==> src/acm_pkg.sv <==
// Purpose: shared constants and carriers for the audio clock monitor register bank
// Assumes: byte-wide control port behind the serial control engine, two pages
// Notes: reserved bits are kept as plain read/write storage, except pin level bits 2-0, which read 0
package acm_pkg;

    // page select register, present on every page
    localparam logic [7:0] ACM_PAGE_SEL_OFS = 8'h00;

    // page 0 status registers
    localparam logic [7:0] ACM_RATE_RATIO_OFS = 8'h5B;
    localparam logic [7:0] ACM_BCLK_UPPER_OFS = 8'h5C;
    localparam logic [7:0] ACM_BCLK_LOWER_OFS = 8'h5D;
    localparam logic [7:0] ACM_CLK_DET_OFS = 8'h5E;
    localparam logic [7:0] ACM_CLK_ERR_OFS = 8'h5F;
    localparam logic [7:0] ACM_AMUTE_MON_OFS = 8'h6C;
    localparam logic [7:0] ACM_PIN_LEVEL_OFS = 8'h77;
    localparam logic [7:0] ACM_AUTO_MUTE_OFS = 8'h78;

    // page 1 analog configuration registers
    localparam logic [7:0] ACM_AMP_TYPE_OFS = 8'h01;
    localparam logic [7:0] ACM_GAIN_OFS = 8'h02;
    localparam logic [7:0] ACM_UVP_OFS = 8'h05;
    localparam logic [7:0] ACM_MUTE_FOLLOW_OFS = 8'h06;
    localparam logic [7:0] ACM_BOOST_OFS = 8'h07;
    localparam logic [7:0] ACM_RAMP_OFS = 8'h08;
    localparam logic [7:0] ACM_DEEMPH_VREF_OFS = 8'h09;

    // writable (storage) bits of the page 0 registers; others are live status, except pin level bits 2-0, which read 0
    localparam logic [7:0] ACM_RATE_RATIO_RW = 8'h80;
    localparam logic [7:0] ACM_BCLK_UPPER_RW = 8'hFE;
    localparam logic [7:0] ACM_BCLK_LOWER_RW = 8'h7F;
    localparam logic [7:0] ACM_CLK_DET_RW = 8'h80;
    localparam logic [7:0] ACM_CLK_ERR_RW = 8'hE8;
    localparam logic [7:0] ACM_AMUTE_MON_RW = 8'hFC;
    localparam logic [7:0] ACM_PIN_LEVEL_RW = 8'hC0;
    localparam logic [7:0] ACM_AUTO_MUTE_RW = 8'hEE;

    // reset values
    localparam logic [7:0] ACM_PAGE0_RST = 8'h00;
    localparam logic [7:0] ACM_AMP_TYPE_RST = 8'h00;
    localparam logic [7:0] ACM_GAIN_RST = 8'h00;
    localparam logic [7:0] ACM_UVP_RST = 8'h00;
    localparam logic [7:0] ACM_MUTE_FOLLOW_RST = 8'h01;
    localparam logic [7:0] ACM_BOOST_RST = 8'h01;
    localparam logic [7:0] ACM_RAMP_RST = 8'h01;
    localparam logic [7:0] ACM_DEEMPH_VREF_RST = 8'h01;

    // field positions
    localparam int ACM_RATE_LSB = 4;
    localparam int ACM_LEFT_BIT = 4;
    localparam int ACM_RIGHT_BIT = 0;
    localparam int ACM_HALT_LATCH_BIT = 4;
    localparam int ACM_CLK_MISS_BIT = 2;
    localparam int ACM_RESYNC_BIT = 1;
    localparam int ACM_CLK_FAULT_BIT = 0;
    localparam int ACM_GENERAL_PIN2_LEVEL_BIT = 5;
    localparam int ACM_MUTE_PIN_BIT = 4;
    localparam int ACM_GENERAL_PIN0_LEVEL_BIT = 3;
    localparam int ACM_EXT_UVP_BIT = 1;
    localparam int ACM_INT_UVP_BIT = 0;
    localparam int ACM_DEEMPH_BIT = 1;
    localparam int ACM_VREF_PD_BIT = 0;

    // detector codes and bit clock ratio limits
    localparam logic [2:0] ACM_RATE_ERROR = 3'h0;
    localparam logic [3:0] ACM_RATIO_ERROR = 4'h0;
    localparam logic [8:0] ACM_BCLK_MIN = 9'h020;
    localparam logic [8:0] ACM_BCLK_MAX = 9'h100;

    localparam logic [7:0] ACM_UNMAPPED_DATA = 8'h00;

    // observations from the clock detector and analog front end
    typedef struct packed {
        logic [2:0] detected_sample_rate;
        logic [3:0] detected_master_clock_ratio;
        logic [8:0] detected_bit_clock_ratio;
        logic bit_ratio_stable;
        logic mclk_halted;
        logic pll_enabled;
        logic pll_locked;
        logic frame_clk_missing;
        logic bit_clk_missing;
        logic auto_config_bad;
        logic frame_low_short;
        logic error_ignore;
        logic resync_busy;
        logic clock_error_event;
    } acm_det_s;

    typedef struct packed {
        logic left_analog_muted;
        logic right_analog_muted;
        logic left_auto_muted;
        logic right_auto_muted;
        logic general_pin2;
        logic mute_pin;
        logic general_pin0;
        logic digital_mute;
    } acm_ana_s;

    // configuration driven into the analog section
    typedef struct packed {
        logic output_amplitude_select;
        logic left_analog_attenuation;
        logic right_analog_attenuation;
        logic left_amplitude_boost;
        logic right_amplitude_boost;
        logic external_supply_drop_enable;
        logic internal_supply_drop_enable;
        logic deemphasis_pin_enable;
        logic common_ref_power_down;
        logic left_analog_mute;
        logic right_analog_mute;
    } acm_cfg_s;

endpackage

==> src/acm_status_regs.sv <==
// Purpose: host-visible clock monitor status and analog configuration registers
// Assumes: byte accesses arrive as one-cycle strobes from the control port engine
// Notes: read data is registered; read-to-clear flags clear on the read strobe
//
// Summary of operation
// - detected sample rate code reads in bits 6-4 of the rate register.
// - detected master clock ratio code reads in bits 3-0, 0000 disallowed.
// - clock error may flag with valid ratio; master clock stays below 50 MHz.
// - bit clock ratio split: upper bit 0 of one register, lower bit 7 next.
// - detector bit 6 reads 1 while master clock is halted.
// - detector bit 5 reads 1 when pll unlocked or disabled.
// - detector bit 4 is 1 only when frame and bit clocks both missing; mirrored.
// - detector bit 3 reads 1 when auto clock configuration impossible.
// - detector bit 2 reads 1 for undetectable ratio or short frame low period.
// - detector bit 1 reads 0 only for stable bit clock ratio within 32-256.
// - detector bit 0 flags undetectable rate, suppressed while errors ignored.
// - halt latch bit 4 sets on master clock halt, cleared by reading.
// - resync bit 1 reads high while resynchronisation is in progress.
// - clock fault bit 0 sets on clock error, cleared by reading.
// - analog mute monitors read 0 when muted, 1 when unmuted.
// - pin level register shows general pin 2, mute pin, general pin 0.
// - auto mute flags read 1 per auto muted channel.
// - per channel attenuation 0/-6 dB and +10% boost, boost resets left off.
// - writing 1 disables the external or internal supply drop detector.
// - analog mute follows digital mute while follow bit is 1, reset 1.
// - de-emphasis pin use bit 1; common reference power down bit 0, reset 1.
`timescale 1ns/1ps

module acm_status_regs
    import acm_pkg::*;
(
    input wire logic sys_clk,
    input wire logic rstn,
    input wire logic reg_wr,
    input wire logic reg_rd,
    input wire logic [7:0] reg_addr,
    input wire logic [7:0] reg_wdata,
    output logic [7:0] reg_rdata,
    output logic reg_rvalid,
    input wire acm_det_s det,
    input wire acm_ana_s ana,
    output acm_cfg_s cfg
);

    // page select and storage
    logic [7:0] page;
    logic [7:0] rate_ratio_st;
    logic [7:0] bclk_upper_st;
    logic [7:0] bclk_lower_st;
    logic [7:0] clk_det_st;
    logic [7:0] clk_err_st;
    logic [7:0] amute_mon_st;
    logic [7:0] pin_level_st;
    logic [7:0] auto_mute_st;
    logic [7:0] amp_type;
    logic [7:0] gain;
    logic [7:0] uvp;
    logic [7:0] mute_follow;
    logic [7:0] boost;
    logic [7:0] ramp;
    logic [7:0] deemph_vref;

    // live status snapshot and latched flags
    logic [7:0] clk_det_live;
    logic halt_latch;
    logic fault_latch;
    logic halted_d;
    logic [7:0] next_rdata;

    logic on_page0;
    logic on_page1;
    logic wr0;
    logic wr1;
    logic err_read;
    logic halt_rise;
    logic bclk_ok;

    assign on_page0 = (page == ACM_PAGE0_RST);
    assign on_page1 = (page == 8'h01);
    assign wr0 = reg_wr && on_page0;
    assign wr1 = reg_wr && on_page1;
    assign err_read = reg_rd && on_page0 && (reg_addr == ACM_CLK_ERR_OFS);
    assign halt_rise = det.mclk_halted && !halted_d;
    assign bclk_ok = det.bit_ratio_stable
        && (det.detected_bit_clock_ratio >= ACM_BCLK_MIN)
        && (det.detected_bit_clock_ratio <= ACM_BCLK_MAX);

    // page select reachable from every page
    always_ff @(posedge sys_clk or negedge rstn) begin
        if (!rstn) begin
            page <= ACM_PAGE0_RST;
        end else if (reg_wr && reg_addr == ACM_PAGE_SEL_OFS) begin
            page <= reg_wdata;
        end
    end

    // page 0 reserved storage; status bits masked out so writes cannot land
    always_ff @(posedge sys_clk or negedge rstn) begin
        if (!rstn) begin
            rate_ratio_st <= ACM_PAGE0_RST;
            bclk_upper_st <= ACM_PAGE0_RST;
            bclk_lower_st <= ACM_PAGE0_RST;
            clk_det_st <= ACM_PAGE0_RST;
            clk_err_st <= ACM_PAGE0_RST;
            amute_mon_st <= ACM_PAGE0_RST;
            pin_level_st <= ACM_PAGE0_RST;
            auto_mute_st <= ACM_PAGE0_RST;
        end else if (wr0) begin
            unique case (reg_addr)
                ACM_RATE_RATIO_OFS: rate_ratio_st <= reg_wdata & ACM_RATE_RATIO_RW;
                ACM_BCLK_UPPER_OFS: bclk_upper_st <= reg_wdata & ACM_BCLK_UPPER_RW;
                ACM_BCLK_LOWER_OFS: bclk_lower_st <= reg_wdata & ACM_BCLK_LOWER_RW;
                ACM_CLK_DET_OFS: clk_det_st <= reg_wdata & ACM_CLK_DET_RW;
                ACM_CLK_ERR_OFS: clk_err_st <= reg_wdata & ACM_CLK_ERR_RW;
                ACM_AMUTE_MON_OFS: amute_mon_st <= reg_wdata & ACM_AMUTE_MON_RW;
                ACM_PIN_LEVEL_OFS: pin_level_st <= reg_wdata & ACM_PIN_LEVEL_RW;
                ACM_AUTO_MUTE_OFS: auto_mute_st <= reg_wdata & ACM_AUTO_MUTE_RW;
                default: begin
                end
            endcase
        end
    end

    // page 1 configuration, full bytes kept so reserved bits read back
    always_ff @(posedge sys_clk or negedge rstn) begin
        if (!rstn) begin
            amp_type <= ACM_AMP_TYPE_RST;
            gain <= ACM_GAIN_RST;
            uvp <= ACM_UVP_RST;
            mute_follow <= ACM_MUTE_FOLLOW_RST;
            boost <= ACM_BOOST_RST;
            ramp <= ACM_RAMP_RST;
            deemph_vref <= ACM_DEEMPH_VREF_RST;
        end else if (wr1) begin
            unique case (reg_addr)
                ACM_AMP_TYPE_OFS: amp_type <= reg_wdata;
                ACM_GAIN_OFS: gain <= reg_wdata;
                ACM_UVP_OFS: uvp <= reg_wdata;
                ACM_MUTE_FOLLOW_OFS: mute_follow <= reg_wdata;
                ACM_BOOST_OFS: boost <= reg_wdata;
                ACM_RAMP_OFS: ramp <= reg_wdata;
                ACM_DEEMPH_VREF_OFS: deemph_vref <= reg_wdata;
                default: begin
                end
            endcase
        end
    end

    // clock detector status snapshot; one flop of delay keeps reads glitch free
    always_ff @(posedge sys_clk or negedge rstn) begin
        if (!rstn) begin
            clk_det_live <= 8'h00;
        end else begin
            clk_det_live[7] <= 1'b0;
            clk_det_live[6] <= det.mclk_halted;
            clk_det_live[5] <= !(det.pll_enabled && det.pll_locked);
            clk_det_live[4] <= det.frame_clk_missing && det.bit_clk_missing;
            clk_det_live[3] <= det.auto_config_bad;
            clk_det_live[2] <= (det.detected_master_clock_ratio == ACM_RATIO_ERROR)
                || det.frame_low_short;
            clk_det_live[1] <= !bclk_ok;
            // error-ignore lets the converter run again, so the flag drops
            clk_det_live[0] <= (det.detected_sample_rate == ACM_RATE_ERROR)
                && !det.error_ignore;
        end
    end

    // halt edge detector
    always_ff @(posedge sys_clk or negedge rstn) begin
        if (!rstn) begin
            halted_d <= 1'b0;
        end else begin
            halted_d <= det.mclk_halted;
        end
    end

    // read-to-clear latches; a new event in the read cycle survives the clear
    always_ff @(posedge sys_clk or negedge rstn) begin
        if (!rstn) begin
            halt_latch <= 1'b0;
            fault_latch <= 1'b0;
        end else begin
            if (halt_rise) begin
                halt_latch <= 1'b1;
            end else if (err_read) begin
                halt_latch <= 1'b0;
            end
            // pll-off ratio shortfalls arrive here as ordinary error events
            if (det.clock_error_event) begin
                fault_latch <= 1'b1;
            end else if (err_read) begin
                fault_latch <= 1'b0;
            end
        end
    end

    // read multiplexer: storage bits merged with live status bits
    always_comb begin
        next_rdata = ACM_UNMAPPED_DATA;
        if (reg_addr == ACM_PAGE_SEL_OFS) begin
            next_rdata = page;
        end else if (on_page0) begin
            unique case (reg_addr)
                ACM_RATE_RATIO_OFS: begin
                    next_rdata = rate_ratio_st;
                    next_rdata[6:ACM_RATE_LSB] = det.detected_sample_rate;
                    next_rdata[3:0] = det.detected_master_clock_ratio;
                end
                ACM_BCLK_UPPER_OFS: begin
                    next_rdata = bclk_upper_st;
                    next_rdata[0] = det.detected_bit_clock_ratio[8];
                end
                ACM_BCLK_LOWER_OFS: begin
                    // only the lowest ratio bit fits; value is meaningless at ratio one
                    next_rdata = bclk_lower_st;
                    next_rdata[7] = det.detected_bit_clock_ratio[0];
                end
                ACM_CLK_DET_OFS: begin
                    next_rdata = clk_det_st | clk_det_live;
                end
                ACM_CLK_ERR_OFS: begin
                    next_rdata = clk_err_st;
                    next_rdata[ACM_HALT_LATCH_BIT] = halt_latch;
                    next_rdata[ACM_CLK_MISS_BIT] = clk_det_live[4];
                    next_rdata[ACM_RESYNC_BIT] = det.resync_busy;
                    next_rdata[ACM_CLK_FAULT_BIT] = fault_latch;
                end
                ACM_AMUTE_MON_OFS: begin
                    next_rdata = amute_mon_st;
                    next_rdata[1] = !ana.left_analog_muted;
                    next_rdata[0] = !ana.right_analog_muted;
                end
                ACM_PIN_LEVEL_OFS: begin
                    next_rdata = pin_level_st;
                    next_rdata[ACM_GENERAL_PIN2_LEVEL_BIT] = ana.general_pin2;
                    next_rdata[ACM_MUTE_PIN_BIT] = ana.mute_pin;
                    next_rdata[ACM_GENERAL_PIN0_LEVEL_BIT] = ana.general_pin0;
                end
                ACM_AUTO_MUTE_OFS: begin
                    next_rdata = auto_mute_st;
                    next_rdata[ACM_LEFT_BIT] = ana.left_auto_muted;
                    next_rdata[ACM_RIGHT_BIT] = ana.right_auto_muted;
                end
                default: begin
                    next_rdata = ACM_UNMAPPED_DATA;
                end
            endcase
        end else if (on_page1) begin
            unique case (reg_addr)
                ACM_AMP_TYPE_OFS: next_rdata = amp_type;
                ACM_GAIN_OFS: next_rdata = gain;
                ACM_UVP_OFS: next_rdata = uvp;
                ACM_MUTE_FOLLOW_OFS: next_rdata = mute_follow;
                ACM_BOOST_OFS: next_rdata = boost;
                ACM_RAMP_OFS: next_rdata = ramp;
                ACM_DEEMPH_VREF_OFS: next_rdata = deemph_vref;
                default: next_rdata = ACM_UNMAPPED_DATA;
            endcase
        end
    end

    // read data held until the next read
    always_ff @(posedge sys_clk or negedge rstn) begin
        if (!rstn) begin
            reg_rdata <= 8'h00;
            reg_rvalid <= 1'b0;
        end else begin
            reg_rvalid <= reg_rd;
            if (reg_rd) begin
                reg_rdata <= next_rdata;
            end
        end
    end

    // configuration outputs, registered so the analog side sees clean levels
    always_ff @(posedge sys_clk or negedge rstn) begin
        if (!rstn) begin
            cfg <= '0;
        end else begin
            cfg.output_amplitude_select <= amp_type[0];
            cfg.left_analog_attenuation <= gain[ACM_LEFT_BIT];
            cfg.right_analog_attenuation <= gain[ACM_RIGHT_BIT];
            cfg.left_amplitude_boost <= boost[ACM_LEFT_BIT];
            cfg.right_amplitude_boost <= boost[ACM_RIGHT_BIT];
            cfg.external_supply_drop_enable <= !uvp[ACM_EXT_UVP_BIT];
            cfg.internal_supply_drop_enable <= !uvp[ACM_INT_UVP_BIT];
            cfg.deemphasis_pin_enable <= deemph_vref[ACM_DEEMPH_BIT];
            cfg.common_ref_power_down <= deemph_vref[ACM_VREF_PD_BIT];
            cfg.left_analog_mute <= mute_follow[0] && ana.digital_mute;
            cfg.right_analog_mute <= mute_follow[0] && ana.digital_mute;
        end
    end

endmodule

==> config.mk <==
export PLATFORM = sky130hd
export DESIGN_NAME = acm_status_regs
export DESIGN_NICKNAME = d
export VERILOG_FILES = /design/src/acm_pkg.sv /design/src/acm_status_regs.sv
export SDC_FILE = /design/constraint.sdc
export NUM_CORES = 1
export LEC_CHECK = 0
export BUFFER_PORTS_ARGS = -buffer_cell sky130_fd_sc_hd__buf_2
export CAP_MARGIN = 15
export CORE_ASPECT_RATIO = 0.6
export CORE_UTILIZATION = 34
export DETAILED_ROUTE_END_ITERATION = 8
export PLACE_DENSITY = 0.58
export SYNTH_ARGS = -nofsm -noshare
export SYNTH_HDL_FRONTEND = slang
export SYNTH_SLANG_ARGS = --single-unit
==> constraint.sdc <==
create_clock -name sys_clk -period 4.3 [get_ports sys_clk]
set_input_delay 0.86 -clock sys_clk [delete_from_list [all_inputs] [get_ports sys_clk]]
set_output_delay 0.86 -clock sys_clk [all_outputs]
set_load 0.05 [all_outputs]
* Word level (Yosys, flattened, before mapping)
Cells that the tools add are included.
Operators by class: bitwise logic cells 1, equality and inequality tests 16, reduce and logical (&&, ||, !) cells 42, magnitude comparators 2, multiplexer cells 8
Operator list (number):
- $eq A8 B7 Y1 const B | 8
- $pmux W8 S8 | 1
- $pmux W8 S7 | 1
- $reduce_and A2 Y1 | 15
- $eq A8 B3 Y1 const B | 3
- $mux W8 | 3
- $eq A8 B1 Y1 const B | 2
- $eq A8 B4 Y1 const B | 2
- $logic_not A8 Y1 | 2
- $logic_and A1 B1 Y1 | 12
- $ge A9 B6 Y1 const B | 1
- $le A9 B9 Y1 const B | 1
- $eq A8 B2 Y1 const B | 1
- $logic_not A1 Y1 | 8
- $or A8 B7 Y8 | 1
- $logic_not A4 Y1 | 1
- $reduce_bool A2 Y1 | 2
- $logic_not A3 Y1 | 1
- $mux W1 | 3
- $logic_or A1 B1 Y1 | 1
Word-level totals: logic and storage cells 101, bits of input ports 55, output and inout port bits 20, flip-flop bits (word level) 127

* Depth between registers and ports, before layout
depth after elaboration 5, gate-level depth with buffers 8, depth with buffers taken out 5

* Least setup slack after synthesis
OpenSTA, ideal clock, no wires.
path type in2reg, start point in reg_addr[5], end point reg boost[1], arrival 2519 ps, library setup time 125 ps, buffers on the path 1, cell stages on the path 6, data required time 4175 ps, slack 1656 ps, cells stage by stage or4_4 > buf_6 > nor3_4 > nand4_4 > nor2_8 > mux2_2
Between the ends: longest elaborated chain between the ends 2
Ends and longest elaborated chain:
- from (decl) | line acm_status_regs.sv:36 | input wire logic [7:0] reg_addr,
- $eq A8 B3 Y1 | line acm_status_regs.sv:135 | unique case (reg_addr)
- $reduce_and A2 Y1 (no source line)
- to (signal assigned) | line acm_status_regs.sv:140 | ACM_BOOST_OFS: boost <= reg_wdata;
- to (decl) | line acm_status_regs.sv:59 | logic [7:0] boost;
No other way between the ends. A chain may end at the register's enable or synchronous reset.

* Worst setup path after layout
start point in reg_addr[3], end point reg reg_rdata[6]
Between the ends: longest elaborated chain between the ends 5, elaborated cells between the ends (all ways) 21, those cells by class eq/ne (15); mux (5); reduce/logical (1)
Ends and longest elaborated chain:
- $eq A8 B4 Y1, or another cell as far along | line acm_status_regs.sv:249 | unique case (reg_addr)
- $pmux W8 S7 | line acm_status_regs.sv:249
- $mux W8 | line acm_status_regs.sv:248 | end else if (on_page1) begin
- $mux W8 | line acm_status_regs.sv:202 | end else if (on_page0) begin
- $mux W8 (*) | line acm_status_regs.sv:200 | if (reg_addr == ACM_PAGE_SEL_OFS) begin
- to (signal assigned) | line acm_status_regs.sv:270 | reg_rdata <= next_rdata;
- to (decl) | line acm_status_regs.sv:38 | output logic [7:0] reg_rdata,
Every way passes the cells marked *; elsewhere a longest branch is shown, timed or not.

==> reports/summary.txt <==
Clk slew on worst S/H paths - 0.06 ns
Placed Instances - 759
Largest net degree at the start of global routing - 87
Top FF cell, synth - dfrtp_1
Cells on worst reg2reg path - 5
Max Freq - 353 MHz
WHS Path Cells - 0
Starting Density - 0.351
Pre-CTS setup slack - 1.09 ns
Wire length per cell - 22.8 um
Top-count cell post-synth - dfrtp_1
Yosys top cell area share - 0.504
Finished Core Util - 0.420
Setup_tns - 0 ns
Later-pin clock latency in the skew report - 0.42 ns
DP Wirelength - 13000 um
Total Routing Usage GR - 0.205
DRT Wirelength - 18100 um
Syn nets - 535
Fraction of layout cells with a size suffix above 1 - 0.430
Die Ht - 105 um
Vias in the first global route - 4486
Commonest cells post-synth - dfrtp_1 (122), mux2_2 (104), clkbuf_1 (23)
Top area cells in the synthesized netlist - dfrtp_1 (50%), mux2_2 (19%), a22oi_1 (2.5%), mux2i_1 (2.1%), o22ai_1 (1.8%)
Post-CTS Repair Setup Buffers - 0
Post-synthesis cell type count - 62
Layout Cells excl Fill - 792
Max clock buf depth - 2
Core Rows - 37
Synth area leader - dfrtp_1
First-pass GRT wire length - 27800 um
I/O pin cnt - 75
DR vias - 4439
Area Overhead vs Synth - 19.7%
Crit Path Max Fanout - 19
Clk sinks - 126
# DRC - 0
Crit start category - primary input
Pwr Total - 0.00296 W
Crit path time final - 2.83 ns
CTS tree - built
Max cap viols - 0
Initial antenna violation count - 1
# setup viols final - 0
Flops & latches, synth - 126
Clock Tree Root - clkbuf_16
Diodes inserted - 0
Post-route setup slack - 1.47 ns
Gr ovfl total - 0
Final nets - 600
Status - finished, final reports clean
Pwr/cell area - 408 nW/um^2
Hold Violations, Final - 0
Pins Over Slew Limit - 0
Vias per cell - 5.60
Critical path class - in -> reg
Ys Warns - 0
Tcrit/Tclk final - 0.658
CP Data Required Time - 4.63 ns
Max incr delay on CP - 0.73 ns
First-pass DRT Iterations - 5
Slowest cell on crit path - nor4b_2
Number of port buffers - 74
Worst path cell trace - buf_2 -> nor4b_2 -> o21bai_1 -> a311oi_2 -> o21ai_0 -> a31oi_1
GPL Wtd Cong - 0.944
Die area - 18400 um^2
Worst-margin pin slew - 0.933 ns
Post-Synthesis Cells - 480
Cts hold-fix bufs - 0
CP arrival - 3.16 ns
Syn_area_per_cell - 12.6 um^2
Min-delay worst type - reg -> reg
Setup Skew - 0.0117 ns
Async SR Flop Fraction - 1.00
Fill cells - 1613
Core Area - 17300 um^2
Post-CTS sizing - 0
Worst path depth - 6
Die Wd - 174 um
LEAKAGE - 3.38 nW
Buffers plus inverters on the worst setup path - 1
Detail Route Antenna Nets - 0
RSZ-0062 raised after global routing - false
Synthesized cell area - 6060 um^2
Max_slew headroom - 0.376
CTS HTree Levels - 4
Seq/Total Area, Yosys - 0.521
VDD IR-drop max - 0.000261 V
CP Capture Type - register
TritonCTS buffer count - 17
Drt initial violations - 453
Post-synth EDFFs - 0
CP delay by family, top - compound AO/OA/AOI/OAI gates
==> final cells by class <==
type | instances | area (um^2) | area share
sequential | 126 | 3160 | 0.436
multi-input combinational | 314 | 2730 | 0.377
clock buffer | 19 | 443 | 0.0611
timing repair buffer | 80 | 438 | 0.0604
tap | 234 | 293 | 0.0404
clock inverter | 13 | 164 | 0.0226
inverter | 6 | 22.5 | 0.00311
==> metrics by stage <==
step | hold slack (ns) | cell area, um^2
2_1_floorplan | 0.365 | 6060
3_3_place_gp | 0.385 | 6620
3_5_place_dp | 0.384 | 6620
4_1_cts | 0.406 | 7220
5_1_grt | 0.414 | 7250
6_report | 0.398 | 7250
==> path summary, 6_finish.rpt <==
kind	startpoint	to	slack, ns
min in group asynchronous	rstn	amute_mon_st[7]$_DFFE_PN0P_	0.45
worst max-delay path	reg_addr[3]	reg_rdata[6]$_DFFE_PN0P_	1.47
worst min-delay path	boost[4]$_DFFE_PN0P_	cfg[7]$_DFF_PN0_	0.40
worst min register to register	boost[4]$_DFFE_PN0P_	cfg[7]$_DFF_PN0_	0.40
worst max register to register	page[6]$_DFFE_PN0P_	bclk_lower_st[3]$_DFFE_PN0P_	1.80
max in group asynchronous	rstn	clk_det_live[1]$_DFF_PN0_	2.92
==> registers in the layout (all words and copies together), names as in the netlist, 7 cells and up <==
signal	cells
reg_rdata	8
cfg	10
bclk_lower_st	7
amp_type	8
boost	8
uvp	8
gain	8
deemph_vref	8
mute_follow	8
page	8
bclk_upper_st	7
clk_det_live	7
ramp	8
==> placed cells by master (no fill, tap or decap), drive strengths merged, types with 7 or more instances in the layout <==
cell	n
a22oi	20
a31oi	9
buf	80
clkbuf	19
dfrtp	122
inv	8
mux2	105
mux2i	13
nand2	14
nor2	23
nor2b	11
nor4	7
o21ai	15
o22ai	17
==> logic make-up after synthesis <==
| logic type | after synthesis | synth area share |
|---|---|---|
| flops | 126 | 0.521 |
| mux | 122 | 0.231 |
| simple gates | 101 | 0.116 |
| compound gates | 91 | 0.104 |
| buf+inv | 40 | 0.0279 |
==> per-layer routing <==
| layer | vias up | part of all wire | track usage |
|---|---|---|---|
| met5 | - | 0 | 0 |
| met4 | 0 | 0.0094 | 0.0508 |
| met3 | 22 | 0.083 | 0.0563 |
| met2 | 196 | 0.40 | 0.264 |
| met1 | 2282 | 0.51 | 0.326 |
| li1 | 1939 | - | - |
==> power by group <==
part / total [W] / internal, W / switching [W]
registers: 0.00124 / 0.00122 / 0.0000210
logic: 0.000234 / 0.0000746 / 0.000160
clock network: 0.00148 / 0.000929 / 0.000556
(Power assumes the default switching activity.)
